File: config.mk
export PLATFORM = sky130hd
export DESIGN_NAME = parity_master
export DESIGN_NICKNAME = d
export VERILOG_FILES = /design/src/common/chan_parity_pkg.sv /design/src/rtl/lane_parity.sv /design/src/rtl/parity_master.sv
export SDC_FILE = /design/constraint.sdc
export NUM_CORES = 1
export LEC_CHECK = 0
export ABC_AREA = 0
export BUFFER_PORTS_ARGS = -buffer_cell sky130_fd_sc_hd__buf_4
export CORE_MARGIN = 1
export CORE_UTILIZATION = 45
export DETAILED_ROUTE_END_ITERATION = 7
export HOLD_SLACK_MARGIN = 0.03
export PLACE_DENSITY_LB_ADDON = 0.15
export SLEW_MARGIN = 5
export SYNTH_ARGS = -nofsm -noshare
export SYNTH_HDL_FRONTEND = slang
export SYNTH_SLANG_ARGS = --single-unit
File: constraint.sdc
create_clock -name clk -period 3.9 [get_ports clk]
set_input_delay 0.585 -clock clk [delete_from_list [all_inputs] [get_ports clk]]
set_output_delay 0.585 -clock clk [all_outputs]
set_load 0.1 [all_outputs]
File: src/common/chan_parity_pkg.sv
package chan_parity_pkg;

   // Clock rate and the cycle count derived from a time in nanoseconds.
   localparam int CLK_MHZ = 125;

   // Least times round up to whole cycles, never below one.
   function automatic int ceil_cyc(input int ns);
      int c;
      c = (ns * CLK_MHZ + 999) / 1000;
      return (c < 1) ? 1 : c;
   endfunction : ceil_cyc

   // Least command pulse width of a basic transfer.
   localparam int CMD_MIN_NS = 190;
   // Least time from address latch active to the write parity strobe.
   localparam int ADL_TO_DPV_NS = 40;
   // Least write data and parity setup ahead of the command strobe.
   localparam int WR_SETUP_NS = 15;
   // Least strobe hold after the command strobe ends, basic write.
   localparam int DPV_HOLD_NS = 20;
   // Least strobe hold after the command strobe ends, streaming write.
   localparam int DPV_HOLD_STREAM_NS = 40;
   // Least time the strobe stays driven inactive before release.
   localparam int DPV_RELEASE_NS = 20;
   // Passive recovery allowed before the read check result is used.
   localparam int READ_RECOVERY_NS = 90;

   localparam int CMD_CYC = ceil_cyc(CMD_MIN_NS);
   localparam int ADDR_CYC = (ceil_cyc(ADL_TO_DPV_NS) > ceil_cyc(WR_SETUP_NS)) ?
                             ceil_cyc(ADL_TO_DPV_NS) : ceil_cyc(WR_SETUP_NS);
   localparam int HOLD_CYC = ceil_cyc(DPV_HOLD_NS);
   localparam int HOLD_STREAM_CYC = ceil_cyc(DPV_HOLD_STREAM_NS);
   localparam int RELEASE_CYC = ceil_cyc(DPV_RELEASE_NS);
   localparam int RECOVERY_CYC = ceil_cyc(READ_RECOVERY_NS);

   // Width of the phase timer.
   localparam int TIMER_W = 6;

   // Parity sense on the data parity pins; 1 selects odd parity.
   localparam logic PARITY_ODD = 1'b1;

   localparam int LANES = 4;

   typedef enum logic [2:0] {
      ST_IDLE    = 3'b000,
      ST_ADDR    = 3'b001,
      ST_CMD     = 3'b010,
      ST_HOLD    = 3'b011,
      ST_RELEASE = 3'b100
   } phase_t;

endpackage : chan_parity_pkg

File: src/rtl/lane_parity.sv
`timescale 1ns/1ns

// Per-lane parity for one 32-bit word and a mismatch check on the lanes
// that are in use for the transfer.
module lane_parity #(
   parameter int LANES = chan_parity_pkg::LANES
) (
   // Word and lane qualifiers
   input wire logic [LANES*8-1:0] data,
   input wire logic [LANES-1:0] lane_en,
   input wire logic [LANES-1:0] par_in,
   // Results
   output logic [LANES-1:0] par,
   output logic err
);

   logic [LANES-1:0] miss;

   genvar g;
   generate
      for (g = 0; g < LANES; g++) begin : g_lane
         // One parity bit per lane, computed over that lane only.
         assign par[g] = (^data[g*8 +: 8]) ^ chan_parity_pkg::PARITY_ODD;
         assign miss[g] = lane_en[g] & (par[g] != par_in[g]);
      end
   endgenerate

   assign err = |miss;

endmodule : lane_parity

File: src/rtl/parity_master.sv
`timescale 1ns/1ns

// Operation
// [RULE_01] Only the data source drives parity-valid strobe.
// [RULE_02] Parity bits accompany data on every cycle; the code registers them in ST_ADDR, one cycle after write data is driven.
// [RULE_03] Parity matters only on lanes in use.
// [RULE_04] 64-bit streaming: address parity carries upper parity.
// [RULE_05] Slave read strobe within 60/160 ns.
// [RULE_06] Async read: strobe active by ready.
// [RULE_07] Slave read strobe inactive, then released.
// [RULE_08] Master checks read parity; slave never told.
// [RULE_09] Write strobe within 20 ns of command.
// [RULE_10] Write strobe 40 ns after latch.
// [RULE_11] Write data and parity 15 ns before command.
// [RULE_12] Write strobe held 20 ns after command.
// [RULE_13] Wait 90 ns recovery before read check.
// [RULE_14] Slave pulses channel check on write error.
// [RULE_15] DMA asserts terminal count after channel check.
// [RULE_16] Streaming write strobe held 40 ns, until sampled.
// [RULE_17] Burst on streaming; released after strobe inactive.
// [RULE_18] Replicated or steered bytes carry parity too.
// [RULE_19] Drive strobe inactive before releasing it.
// [RULE_20] Read parity error posts an exception.
// [RULE_21] DMA read error records status, terminal count.
// [RULE_22] Parity enable resets disabled; disabled means no parity.
// [RULE_23] Clear channel check by writing one.
// [RULE_24] Parity bit n covers byte lane n.
module parity_master #(
   parameter int DW = 32
) (
   input wire logic clk,
   input wire logic sys_rst,
   // Configuration
   input wire logic cfg_we,
   input wire logic cfg_parity_en,
   input wire logic cfg_dma_mode,
   // Transfer request
   input wire logic req,
   input wire logic req_write,
   input wire logic req_stream,
   input wire logic req_wide,
   input wire logic [3:0] req_be_n,
   input wire logic [DW-1:0] req_addr,
   input wire logic [DW-1:0] req_wdata,
   input wire logic [DW-1:0] req_wdata_hi,
   input wire logic status_clear,
   // Transfer answer
   output logic busy,
   output logic done,
   output logic [DW-1:0] rdata,
   output logic [DW-1:0] rdata_hi,
   output logic read_parity_err,
   output logic check_seen,
   output logic exception_post,
   output logic parity_en,
   // Channel control
   output logic address_latch_n,
   output logic cmd_n,
   output logic burst_n,
   output logic terminal_count_n,
   output logic [3:0] byte_enables_n,
   input wire logic slot_ready,
   input wire logic channel_check_n,
   // Channel address bus and its parity
   output logic [DW-1:0] addr_out,
   output logic [3:0] addr_parity_out,
   output logic addr_oe,
   input wire logic [DW-1:0] addr_in,
   input wire logic [3:0] addr_parity_in,
   output logic addr_parity_valid_n,
   // Channel data bus and its parity
   output logic [DW-1:0] data_out,
   output logic [3:0] data_parity_bits_out,
   output logic data_oe,
   input wire logic [DW-1:0] data_in,
   input wire logic [3:0] data_parity_bits_in,
   // Parity-valid strobe, three-state
   output logic data_parity_valid_n_out,
   output logic data_parity_valid_n_oe,
   input wire logic data_parity_valid_n_in
);

   chan_parity_pkg::phase_t state_reg, state_next;
   logic [chan_parity_pkg::TIMER_W-1:0] timer_reg, timer_next;
   logic wr_reg, stream_reg, wide_reg, tc_pend_reg;
   logic [3:0] lane_en;
   logic [3:0] par_lo, par_hi;
   logic err_lo, err_hi;
   logic [DW-1:0] chk_lo, chk_hi, wdata_hi_reg;
   logic timer_zero, take, cmd_end, rd_strobe, rd_err, channel_check_n_now;
   logic [chan_parity_pkg::TIMER_W-1:0] hold_load;

   // Receiver checks only the lanes the byte enables mark valid.
   assign lane_en = ~byte_enables_n; // see [RULE_03]
   assign chk_lo = wr_reg ? data_out : data_in;
   assign chk_hi = !wr_reg ? addr_in : (wide_reg && state_reg == chan_parity_pkg::ST_ADDR &&
                   timer_zero) ? wdata_hi_reg : addr_out;

   // Parity is generated over all four lanes driven, so replicated bytes
   // are covered without knowing which lanes hold copies.
   lane_parity u_par_lo ( // see [RULE_24]
      .data(chk_lo),
      .lane_en(lane_en),
      .par_in(data_parity_bits_in),
      .par(par_lo),
      .err(err_lo)
   );

   lane_parity u_par_hi (
      .data(chk_hi),
      .lane_en(lane_en),
      .par_in(addr_parity_in),
      .par(par_hi),
      .err(err_hi)
   );

   assign timer_zero = (timer_reg == '0);
   assign take = (state_reg == chan_parity_pkg::ST_IDLE) && req;
   assign cmd_end = (state_reg == chan_parity_pkg::ST_CMD) && timer_zero && slot_ready;
   // Read data is checked only when the slave flagged parity as valid.
   assign rd_strobe = parity_en && !data_parity_valid_n_in; // see [RULE_08]
   assign rd_err = rd_strobe && (err_lo || (wide_reg && err_hi)); // see [RULE_08]
   assign channel_check_n_now = wr_reg && !channel_check_n &&
                     (state_reg == chan_parity_pkg::ST_CMD ||
                      state_reg == chan_parity_pkg::ST_HOLD);
   // Streaming writes hold longer so the slave can gate channel check.
   assign hold_load = !wr_reg ? chan_parity_pkg::TIMER_W'(chan_parity_pkg::RECOVERY_CYC - 1) :
                      stream_reg ?
                      chan_parity_pkg::TIMER_W'(chan_parity_pkg::HOLD_STREAM_CYC - 1) :
                      chan_parity_pkg::TIMER_W'(chan_parity_pkg::HOLD_CYC - 1);

   always_comb begin
      state_next = state_reg;
      timer_next = timer_zero ? timer_reg : timer_reg - 1'b1;
      unique case (state_reg)
         chan_parity_pkg::ST_IDLE: begin
            if (req) begin
               state_next = chan_parity_pkg::ST_ADDR;
               timer_next = chan_parity_pkg::TIMER_W'(chan_parity_pkg::ADDR_CYC - 1);
            end
         end
         chan_parity_pkg::ST_ADDR: begin
            if (timer_zero) begin
               state_next = chan_parity_pkg::ST_CMD;
               timer_next = chan_parity_pkg::TIMER_W'(chan_parity_pkg::CMD_CYC - 1);
            end
         end
         chan_parity_pkg::ST_CMD: begin
            if (cmd_end) begin
               state_next = chan_parity_pkg::ST_HOLD;
               timer_next = hold_load;
            end
         end
         chan_parity_pkg::ST_HOLD: begin
            if (timer_zero) begin
               state_next = wr_reg ? chan_parity_pkg::ST_RELEASE : chan_parity_pkg::ST_IDLE;
               timer_next = chan_parity_pkg::TIMER_W'(chan_parity_pkg::RELEASE_CYC - 1);
            end
         end
         chan_parity_pkg::ST_RELEASE: begin
            if (timer_zero) begin
               state_next = chan_parity_pkg::ST_IDLE;
            end
         end
         default: begin
            state_next = chan_parity_pkg::ST_IDLE;
         end
      endcase
   end

   always_ff @(posedge clk) begin
      if (sys_rst) begin
         state_reg <= chan_parity_pkg::ST_IDLE;
         timer_reg <= '0;
      end else begin
         state_reg <= state_next;
         timer_reg <= timer_next;
      end
   end

   // Configuration comes up with parity disabled.
   always_ff @(posedge clk) begin
      if (sys_rst) begin
         parity_en <= 1'b0; // see [RULE_22]
         tc_pend_reg <= 1'b0;
      end else begin
         if (cfg_we) begin
            parity_en <= cfg_parity_en;
         end
         // A write check or read error is answered on the next DMA operation.
         if (cfg_dma_mode && (channel_check_n_now || (cmd_end && !wr_reg && rd_err))) begin
            tc_pend_reg <= 1'b1; // see [RULE_15] see [RULE_21]
         end else if (state_reg == chan_parity_pkg::ST_ADDR && timer_zero) begin
            tc_pend_reg <= 1'b0;
         end
      end
   end

   always_ff @(posedge clk) begin
      if (sys_rst) begin
         wr_reg <= 1'b0;
         stream_reg <= 1'b0;
         wide_reg <= 1'b0;
         wdata_hi_reg <= '0;
         busy <= 1'b0;
         address_latch_n <= 1'b1;
         cmd_n <= 1'b1;
         burst_n <= 1'b1;
         terminal_count_n <= 1'b1;
         byte_enables_n <= 4'hF;
         addr_out <= '0;
         addr_oe <= 1'b0;
         addr_parity_out <= 4'h0;
         addr_parity_valid_n <= 1'b1;
         data_out <= '0;
         data_oe <= 1'b0;
         data_parity_bits_out <= 4'h0;
         data_parity_valid_n_out <= 1'b1;
         data_parity_valid_n_oe <= 1'b0;
      end else begin
         if (take) begin
            wr_reg <= req_write;
            stream_reg <= req_stream;
            wide_reg <= req_wide && req_stream;
            wdata_hi_reg <= req_wdata_hi;
            busy <= 1'b1;
            address_latch_n <= 1'b0;
            byte_enables_n <= req_be_n;
            addr_out <= req_addr;
            addr_oe <= 1'b1;
            // Address parity is only claimed during the address portion.
            addr_parity_valid_n <= !parity_en;
            burst_n <= !req_stream; // see [RULE_17]
            // Write data goes out with the address, long before the command.
            data_out <= req_wdata; // see [RULE_11]
            data_oe <= req_write;
         end
         if (state_reg == chan_parity_pkg::ST_ADDR && timer_zero) begin
            address_latch_n <= 1'b1;
            cmd_n <= 1'b0;
            addr_parity_valid_n <= 1'b1; // see [RULE_04]
            terminal_count_n <= !tc_pend_reg; // see [RULE_15] see [RULE_21]
            if (wide_reg && wr_reg) begin
               addr_out <= wdata_hi_reg;
            end else if (wide_reg) begin
               addr_oe <= 1'b0;
            end
            // The strobe rises with the command, ADDR_CYC after the latch.
            if (wr_reg && parity_en) begin
               data_parity_valid_n_out <= 1'b0; // see [RULE_09] see [RULE_10] see [RULE_01]
               data_parity_valid_n_oe <= 1'b1;
            end
         end
         if (state_reg == chan_parity_pkg::ST_ADDR && wr_reg) begin
            data_parity_bits_out <= par_lo; // see [RULE_02] see [RULE_18]
            addr_parity_out <= par_hi; // see [RULE_04]
         end
         if (cmd_end) begin
            cmd_n <= 1'b1;
            terminal_count_n <= 1'b1;
            if (!wr_reg) begin
               addr_oe <= 1'b0;
            end
         end
         // The strobe stays active through the hold and is then driven high.
         if (state_reg == chan_parity_pkg::ST_HOLD && timer_zero && wr_reg) begin
            data_parity_valid_n_out <= 1'b1; // see [RULE_12] see [RULE_16] see [RULE_19]
         end
         if (state_reg == chan_parity_pkg::ST_HOLD && timer_zero && !wr_reg) begin
            busy <= 1'b0;
            burst_n <= 1'b1;
            byte_enables_n <= 4'hF;
         end
         if (state_reg == chan_parity_pkg::ST_RELEASE && timer_zero) begin
            data_parity_valid_n_oe <= 1'b0; // see [RULE_19]
            burst_n <= 1'b1; // see [RULE_17]
            data_oe <= 1'b0;
            addr_oe <= 1'b0;
            busy <= 1'b0;
            byte_enables_n <= 4'hF;
         end
      end
   end

   // Status toward the user; an event in the clear cycle still sets.
   logic rd_err_reg;

   always_ff @(posedge clk) begin
      if (sys_rst) begin
         rd_err_reg <= 1'b0;
         read_parity_err <= 1'b0;
         check_seen <= 1'b0;
         exception_post <= 1'b0;
         done <= 1'b0;
         rdata <= '0;
         rdata_hi <= '0;
      end else begin
         if (cmd_end && !wr_reg) begin
            rdata <= data_in;
            rdata_hi <= addr_in;
            rd_err_reg <= rd_err; // see [RULE_08]
         end
         done <= (state_reg == chan_parity_pkg::ST_RELEASE && timer_zero) ||
                 (state_reg == chan_parity_pkg::ST_HOLD && timer_zero && !wr_reg);
         // The check result is used only after the recovery wait.
         exception_post <= state_reg == chan_parity_pkg::ST_HOLD && timer_zero &&
                           !wr_reg && rd_err_reg; // see [RULE_13] see [RULE_20]
         if (state_reg == chan_parity_pkg::ST_HOLD && timer_zero && !wr_reg && rd_err_reg) begin
            read_parity_err <= 1'b1; // see [RULE_20] see [RULE_21]
         end else if (status_clear) begin
            read_parity_err <= 1'b0;
         end
         if (channel_check_n_now) begin
            check_seen <= 1'b1; // see [RULE_16]
         end else if (status_clear) begin // see [RULE_23]
            check_seen <= 1'b0;
         end
      end
   end

   // Assertion helper: cycles since the address latch went active.
   logic [7:0] since_adl;

   always_ff @(posedge clk) begin
      if (sys_rst || take) begin
         since_adl <= '0;
      end else if (since_adl != 8'hFF) begin
         since_adl <= since_adl + 1'b1;
      end
   end

   a_strobe_with_cmd: assert property (@(posedge clk) disable iff (sys_rst) // see [RULE_09]
      $fell(cmd_n) && wr_reg && parity_en |-> !data_parity_valid_n_out)
      else $error("write strobe not raised with command");

   a_strobe_after_adl: assert property (@(posedge clk) disable iff (sys_rst) // see [RULE_10]
      $fell(data_parity_valid_n_out) |-> since_adl >= 8'(chan_parity_pkg::ADDR_CYC))
      else $error("write strobe too soon after address latch");

   a_data_setup: assert property (@(posedge clk) disable iff (sys_rst) // see [RULE_11]
      $fell(cmd_n) && wr_reg |-> $past(data_oe, 2))
      else $error("write data not set up before command");

   a_drive_high_first: assert property (@(posedge clk) disable iff (sys_rst) // see [RULE_19]
      $fell(data_parity_valid_n_oe) |-> $past(data_parity_valid_n_out, 1) &&
      $past(data_parity_valid_n_out, 2))
      else $error("strobe released while not driven inactive");

   a_burst_after_strobe: assert property (@(posedge clk) disable iff (sys_rst) // see [RULE_17]
      $rose(burst_n) |-> data_parity_valid_n_out)
      else $error("burst dropped before strobe inactive");

   a_disabled_quiet: assert property (@(posedge clk) disable iff (sys_rst) // see [RULE_22]
      !parity_en && state_reg == chan_parity_pkg::ST_IDLE |=> data_parity_valid_n_out)
      else $error("strobe driven while parity disabled");

   a_source_only: assert property (@(posedge clk) disable iff (sys_rst) // see [RULE_01]
      data_parity_valid_n_oe |-> wr_reg)
      else $error("strobe driven on a read");

   a_addr_strobe_off: assert property (@(posedge clk) disable iff (sys_rst) // see [RULE_04]
      !cmd_n |-> addr_parity_valid_n)
      else $error("address strobe active in data portion");

   a_stream_hold: assert property (@(posedge clk) disable iff (sys_rst) // see [RULE_16]
      $rose(cmd_n) && wr_reg && stream_reg && parity_en |->
      !data_parity_valid_n_out [*5])
      else $error("streaming strobe hold too short");

   a_read_recovery: assert property (@(posedge clk) disable iff (sys_rst) // see [RULE_13]
      $rose(cmd_n) && !wr_reg |-> !exception_post [*8])
      else $error("read check used before recovery");

   c_read: cover property (@(posedge clk) disable iff (sys_rst) done && !wr_reg);
   c_write: cover property (@(posedge clk) disable iff (sys_rst) done && wr_reg && !stream_reg);
   c_wide: cover property (@(posedge clk) disable iff (sys_rst) done && wide_reg && wr_reg);
   c_rd_err: cover property (@(posedge clk) disable iff (sys_rst) exception_post);

endmodule : parity_master

==> results.json, run 1 <==
{
  "ys.warnings.count": 0,
  "ios": 340,
  "clk_path_buf_depth": 3,
  "routed_wl_um": 30000,
  "fmax_mhz": 298,
  "cts-root-buf": "clkbuf_16",
  "status": "completed",
  "async_flop_share_pct": 0,
  "worst_slew_pin_slew_ps": 1010,
  "clk_pin_slew_ps": 60,
  "path_max_fanout": 10,
  "worstSetupEndpointType": "flip-flop",
  "worst_skew_pair.late_latency_ps": 500,
  "coreArea_um2": 19700,
  "setup-tns-final_ps": 0,
  "cp-start-kind": "flip-flop",
  "comb_power_share_pct": 42.4,
  "overflow": 0,
  "p_switching_mw": 3.54,
  "period_share_pct": 86.0,
  "cts_resized": 0,
  "portBuffers": 339,
  "drt_iter0_drc": 650,
  "cp.arrival_ps": 3680,
  "syn_avg_cell_area_um2": 7.56,
  "rows": 51,
  "synth_cells": 1210,
  "numCtsBuffers": 22,
  "synth_area_leaders": "dfxtp_1 (44%), nand2_1 (15%), a21oi_1 (9.2%)",
  "drive_gt1_share_pct": 26.2,
  "grt_max_degree": 121,
  "yosysTopAreaCell": "dfxtp_1",
  "hpwlAfterDp_um": 21800,
  "hold_ws_ps": 302,
  "cts_tree": "built",
  "worstPathRequired_ps": 4230,
  "grt_antenna_before_repair": 0,
  "post-route-min-period_ps": 3350,
  "cts_hold_buf": 0,
  "ys_ff_latch": 201,
  "area_delta_synth_final_pct": 36.9,
  "p_seq_share_pct": 32.2,
  "start_util_pct": 46.4,
  "postRouteAntennaNets": 0,
  "synth-main-ff-cell": "dfxtp_1",
  "rsz0062_at_grt": "no",
  "viasPerCell": 5.18,
  "dr.pass1.iters": 5,
  "internal-power_mw": 4.48,
  "yosysUniqueCellTypes": 64,
  "maxSlewHeadroom_pct": 32.8,
  "vias": 9222,
  "p_per_area_nw_per_um2": 640,
  "cts_sinks": 201,
  "p_sw_share_pct": 44.1,
  "p_leak_nw": 5.50,
  "layout.nets": 1691,
  "antennaDiodeCount": 0,
  "post_cts_buffers": 0,
  "die-area_um2": 20900,
  "critical_path_class": "reg2reg",
  "wire_per_inst_um": 16.9,
  "final_util_pct": 63.6,
  "cap_violations": 0,
  "slew_violations": 0,
  "layout_commonest_cell": "nand2_1",
  "clock_skew_ps": 8.42,
  "die_x_um": 145,
  "final_cell_mix": "nand2_1 (369), buf_4 (345), dfxtp_1 (200)",
  "netlist.area_leader.share_pct": 44.0,
  "drc_errors": 0,
  "clock_power_share_pct": 25.4,
  "die_y_um": 145,
  "gp_congestion": 0.879,
  "syn_area_um2": 9150,
  "cts-htree-levels": 1,
  "timing_hold_violations_final": 0,
  "synth_edf_count": 0,
  "grt_pass1_wl_um": 44100,
  "grt_pass1_vias": 8193,
  "ir_drop_mv": 0.375,
  "synth_nets": 1399,
  "grt_use_total_pct": 27.3,
  "setup-violations-final": 0,
  "ys_seq_area_share_pct": 44.0,
  "hold_path_class": "in2reg"
}
[worst max-delay path, cell delays in order (launching register included)]
cell	delay (ps)
dfxtp_1	320
inv_1	130
ha_1	240
nor2b_1	340
nand3_2	300
mux2_2	350
a221oi_1	450
xor2_1	220
xnor2_1	170
nor2_1	70
o41ai_1	450
a311oi_1	140
[layout make-up]
type	instances	area, um2
Clock buffer	32	639
Clock inverter	7	63.8
Fill cell	1780	7180
Inverter	8	30.0
Multi-Input combinational cell	921	4800
Sequential cell	201	4030
Tap cell	265	332
Timing Repair Buffer	348	2640
[power by group through the flow]
stage | clock network (mW) | registers, mW | logic, mW
final | 2.04 | 2.58 | 3.40
after global routing | 2.16 | 2.61 | 3.63
after CTS | 2.08 | 2.57 | 3.40
after detailed placement | 0 | 2.61 | 3.39
after global placement | 0 | 2.61 | 3.38
after floorplan | 0 | 3.73 | 1.41
[layer usage]
metal | track usage, % | vias up | share of wire (%)
met5 | 0 | - | 0
met4 | 8.70 | 0 | 2.8
met3 | 5.73 | 45 | 8.2
met2 | 42.2 | 348 | 45
met1 | 37.6 | 4234 | 44
li1 | - | 4595 | -
[final timing paths]
kind	startpoint	to	slack [ps]	cells after the start
min reg2reg	rdata_hi[3]	rdata_hi[3]	450	2
max reg2reg	timer_reg[0]	tc_pend_reg	550	11
max	timer_reg[0]	tc_pend_reg	550	11
min	req_be_n[3]	byte_enables_n[3]	300	3
[logic make-up (layout without fill, tap and decap cells)]
family / count (synthesis) / after routing / synth area share [%]
AND/OR/NAND/NOR: 543 / 543 / 24.8
flip-flops: 201 / 201 / 44.0
buffers and inverters: 88 / 395 / 3.72
adder cells (fa/ha/maj): 4 / 4 / 0.547
XOR/XNOR: 110 / 110 / 10.5
AO/OA/AOI/OAI: 257 / 257 / 15.6
multiplexers: 7 / 7 / 0.779
[metrics by stage]
| step | instance area, um2 | power (mW) | setup WS, ps | cells |
|---|---|---|---|---|
| finish | 12500 | 8.02 | 547 | 1782 |
| global route | 12500 | 8.41 | 284 | 1782 |
| CTS | 12500 | 8.06 | 551 | 1782 |
| detailed placement | 11800 | 6.01 | 570 | 1743 |
| global placement | 11800 | 5.99 | 675 | 1743 |
| floorplan | 9150 | 5.14 | 926 | 1210 |
[synth_stat cells (all sizes together) (5+ instances only)]
master and number:
clkbuf 71, inv 8, nor2 71, buf 9
dfxtp 201, nor3 15, mux2i 6, a211oi 5
o21ai 44, xnor2 64, a21oi 169, nand3 50
xor2 46, nand2 371
Power figures use the tool's default switching activity.
==> run 2: changes to the inputs <==
--- a/config.mk
+++ b/config.mk
@@ -7,8 +7,10 @@
 export LEC_CHECK = 0
 export ABC_AREA = 0
 export BUFFER_PORTS_ARGS = -buffer_cell sky130_fd_sc_hd__buf_4
+export CELL_PAD_IN_SITES_DETAIL_PLACEMENT = 1
+export CELL_PAD_IN_SITES_GLOBAL_PLACEMENT = 1
 export CORE_MARGIN = 1
-export CORE_UTILIZATION = 45
+export CORE_UTILIZATION = 35
 export DETAILED_ROUTE_END_ITERATION = 7
 export HOLD_SLACK_MARGIN = 0.03
 export PLACE_DENSITY_LB_ADDON = 0.15
==> results.json, run 2 (synthesis results as in run 1) <==
{
  "status": "completed",
  "worstReg2RegStart": "timer_reg[0]",
  "slew_violations": 0,
  "die_x_um": 164,
  "critical_path_class": "reg2reg",
  "p_switching_mw": 3.63,
  "final_util_pct": 50.1,
  "postRouteAntennaNets": 0,
  "numCtsBuffers": 24,
  "fin_area_um2": 12700,
  "clock_skew_ps": 14.1,
  "ir_drop_mv": 0.410,
  "viasPerCell": 4.99,
  "maxSlewHeadroom_pct": 36.1,
  "die-area_um2": 26800,
  "hold_ws_ps": 287,
  "r2r_slack_ps": 470,
  "power_mw": 8.30,
  "cts-htree-levels": 1,
  "die_y_um": 164,
  "dp_slack_ps": 548,
  "fillers": 3161,
  "drive_gt1_share_pct": 26.5,
  "fmax_mhz": 292,
  "gp_congestion": 0.834,
  "clock_power_share_pct": 27.2,
  "cts_sinks": 201,
  "area_delta_synth_final_pct": 39.0,
  "dp_cells": 1810,
  "cp.buffers_inverters": 1,
  "p_per_area_nw_per_um2": 652,
  "layout_commonest_cell": "nand2_1",
  "cts_tree": "built",
  "grt_use_total_pct": 24.0,
  "hpwlAfterDp_um": 24200,
  "final_cell_count_no_fill": 1854,
  "p_sw_share_pct": 43.7,
  "cp-start-kind": "flip-flop",
  "fin_ws_ps": 474,
  "p_leak_nw": 5.56,
  "path_max_fanout": 10,
  "drc_errors": 0,
  "coreArea_um2": 25400,
  "hp-start": "req_be_n[1]",
  "setup-violations-final": 0,
  "clk_pin_slew_ps": 60,
  "period_share_pct": 87.8,
  "routed_wl_um": 33300,
  "grt_antenna_before_repair": 1,
  "cts-root-buf": "clkbuf_16",
  "worstPathRequired_ps": 4270,
  "timing_hold_violations_final": 0,
  "portBuffers": 339,
  "final_cell_mix": "nand2_1 (369), buf_4 (347), dfxtp_1 (200)",
  "post_dp_cell_area_um2": 11900,
  "post-route-min-period_ps": 3430,
  "drt_iter0_drc": 521,
  "grt_pass1_vias": 9124,
  "worst_skew_pair.late_latency_ps": 520,
  "setup-tns-final_ps": 0,
  "clk_path_buf_depth": 3,
  "internal-power_mw": 4.67,
  "grt_max_degree": 119,
  "cp.arrival_ps": 3800,
  "layout.nets": 1695,
  "worstSetupEndpointType": "flip-flop",
  "dr.pass1.iters": 5,
  "post_cts_buffers": 0,
  "path_cells": "inv_1 > ha_1 > nor2b_1 > nand3_2 > mux2_2 > a221oi_1 > xor2_1 > xnor2_1 > nor2_1 > o41ai_1 > a311oi_1",
  "cts_hold_buf": 0,
  "comb_power_share_pct": 41.9,
  "ios": 340,
  "vias": 9249,
  "p_seq_share_pct": 30.9,
  "cts_resized": 0,
  "wire_per_inst_um": 17.9,
  "grt_pass1_wl_um": 50300,
  "rows": 58,
  "cpMaxStageDelayCell": "o41ai_1",
  "rsz0062_at_grt": "no",
  "worst_slew_pin_slew_ps": 959,
  "hold_path_class": "in2reg",
  "crit_family": "compound AO/OA/AOI/OAI gates",
  "start_util_pct": 36.0,
  "critPathLaunch": "timer_reg[0]",
  "overflow": 0,
  "cpPeakStageDelay_ps": 510,
  "cap_violations": 0
}
==> run 2: cell type report <==
class / instances / area [um2] / share of cell area, %
Sequential cell: 201 / 4030 / 31.6
Clock inverter: 8 / 90.1 / 0.708
Clock buffer: 35 / 703 / 5.53
Antenna cell: 1 / 2.50 / 0.0197
Tap cell: 330 / 413 / 3.25
Inverter: 8 / 30.0 / 0.236
Multi-Input combinational cell: 921 / 4800 / 37.7
Timing Repair Buffer: 350 / 2660 / 20.9
==> run 2: path summary, 6_finish.rpt <==
check | endpoint | depth (start not counted)
hold reg to reg | rdata[1] | 2
setup / recovery | tc_pend_reg | 11
setup reg to reg | tc_pend_reg | 11
hold / removal | byte_enables_n[1] | 3
==> run 2: worst register-to-register path, stage by stage, from the launching register on <==
cell and delay, ps:
dfxtp_1 330, inv_1 120, ha_1 230, nor2b_1 350
nand3_2 320, mux2_2 370, a221oi_1 430, xor2_1 230
xnor2_1 170, nor2_1 60, o41ai_1 510, a311oi_1 160
==> run 2: layer usage <==
layer	share of wire, %	wire [um]	up-vias	global-route usage [%]
met5	0	0	-	0
met4	2.8	938	0	7.95
met3	6.3	2110	49	4.87
met2	45	15000	263	37.9
met1	46	15200	4341	32.5
li1	-	-	4596	-
==> run 2: power groups by stage <==
stage,logic (mW),clock network [mW],registers (mW)
global placement,3.45,0,2.60
floorplan,1.41,0,3.73
finish,3.47,2.26,2.56
global route,3.72,2.40,2.60
CTS,3.50,2.32,2.56
detailed placement,3.48,0,2.61
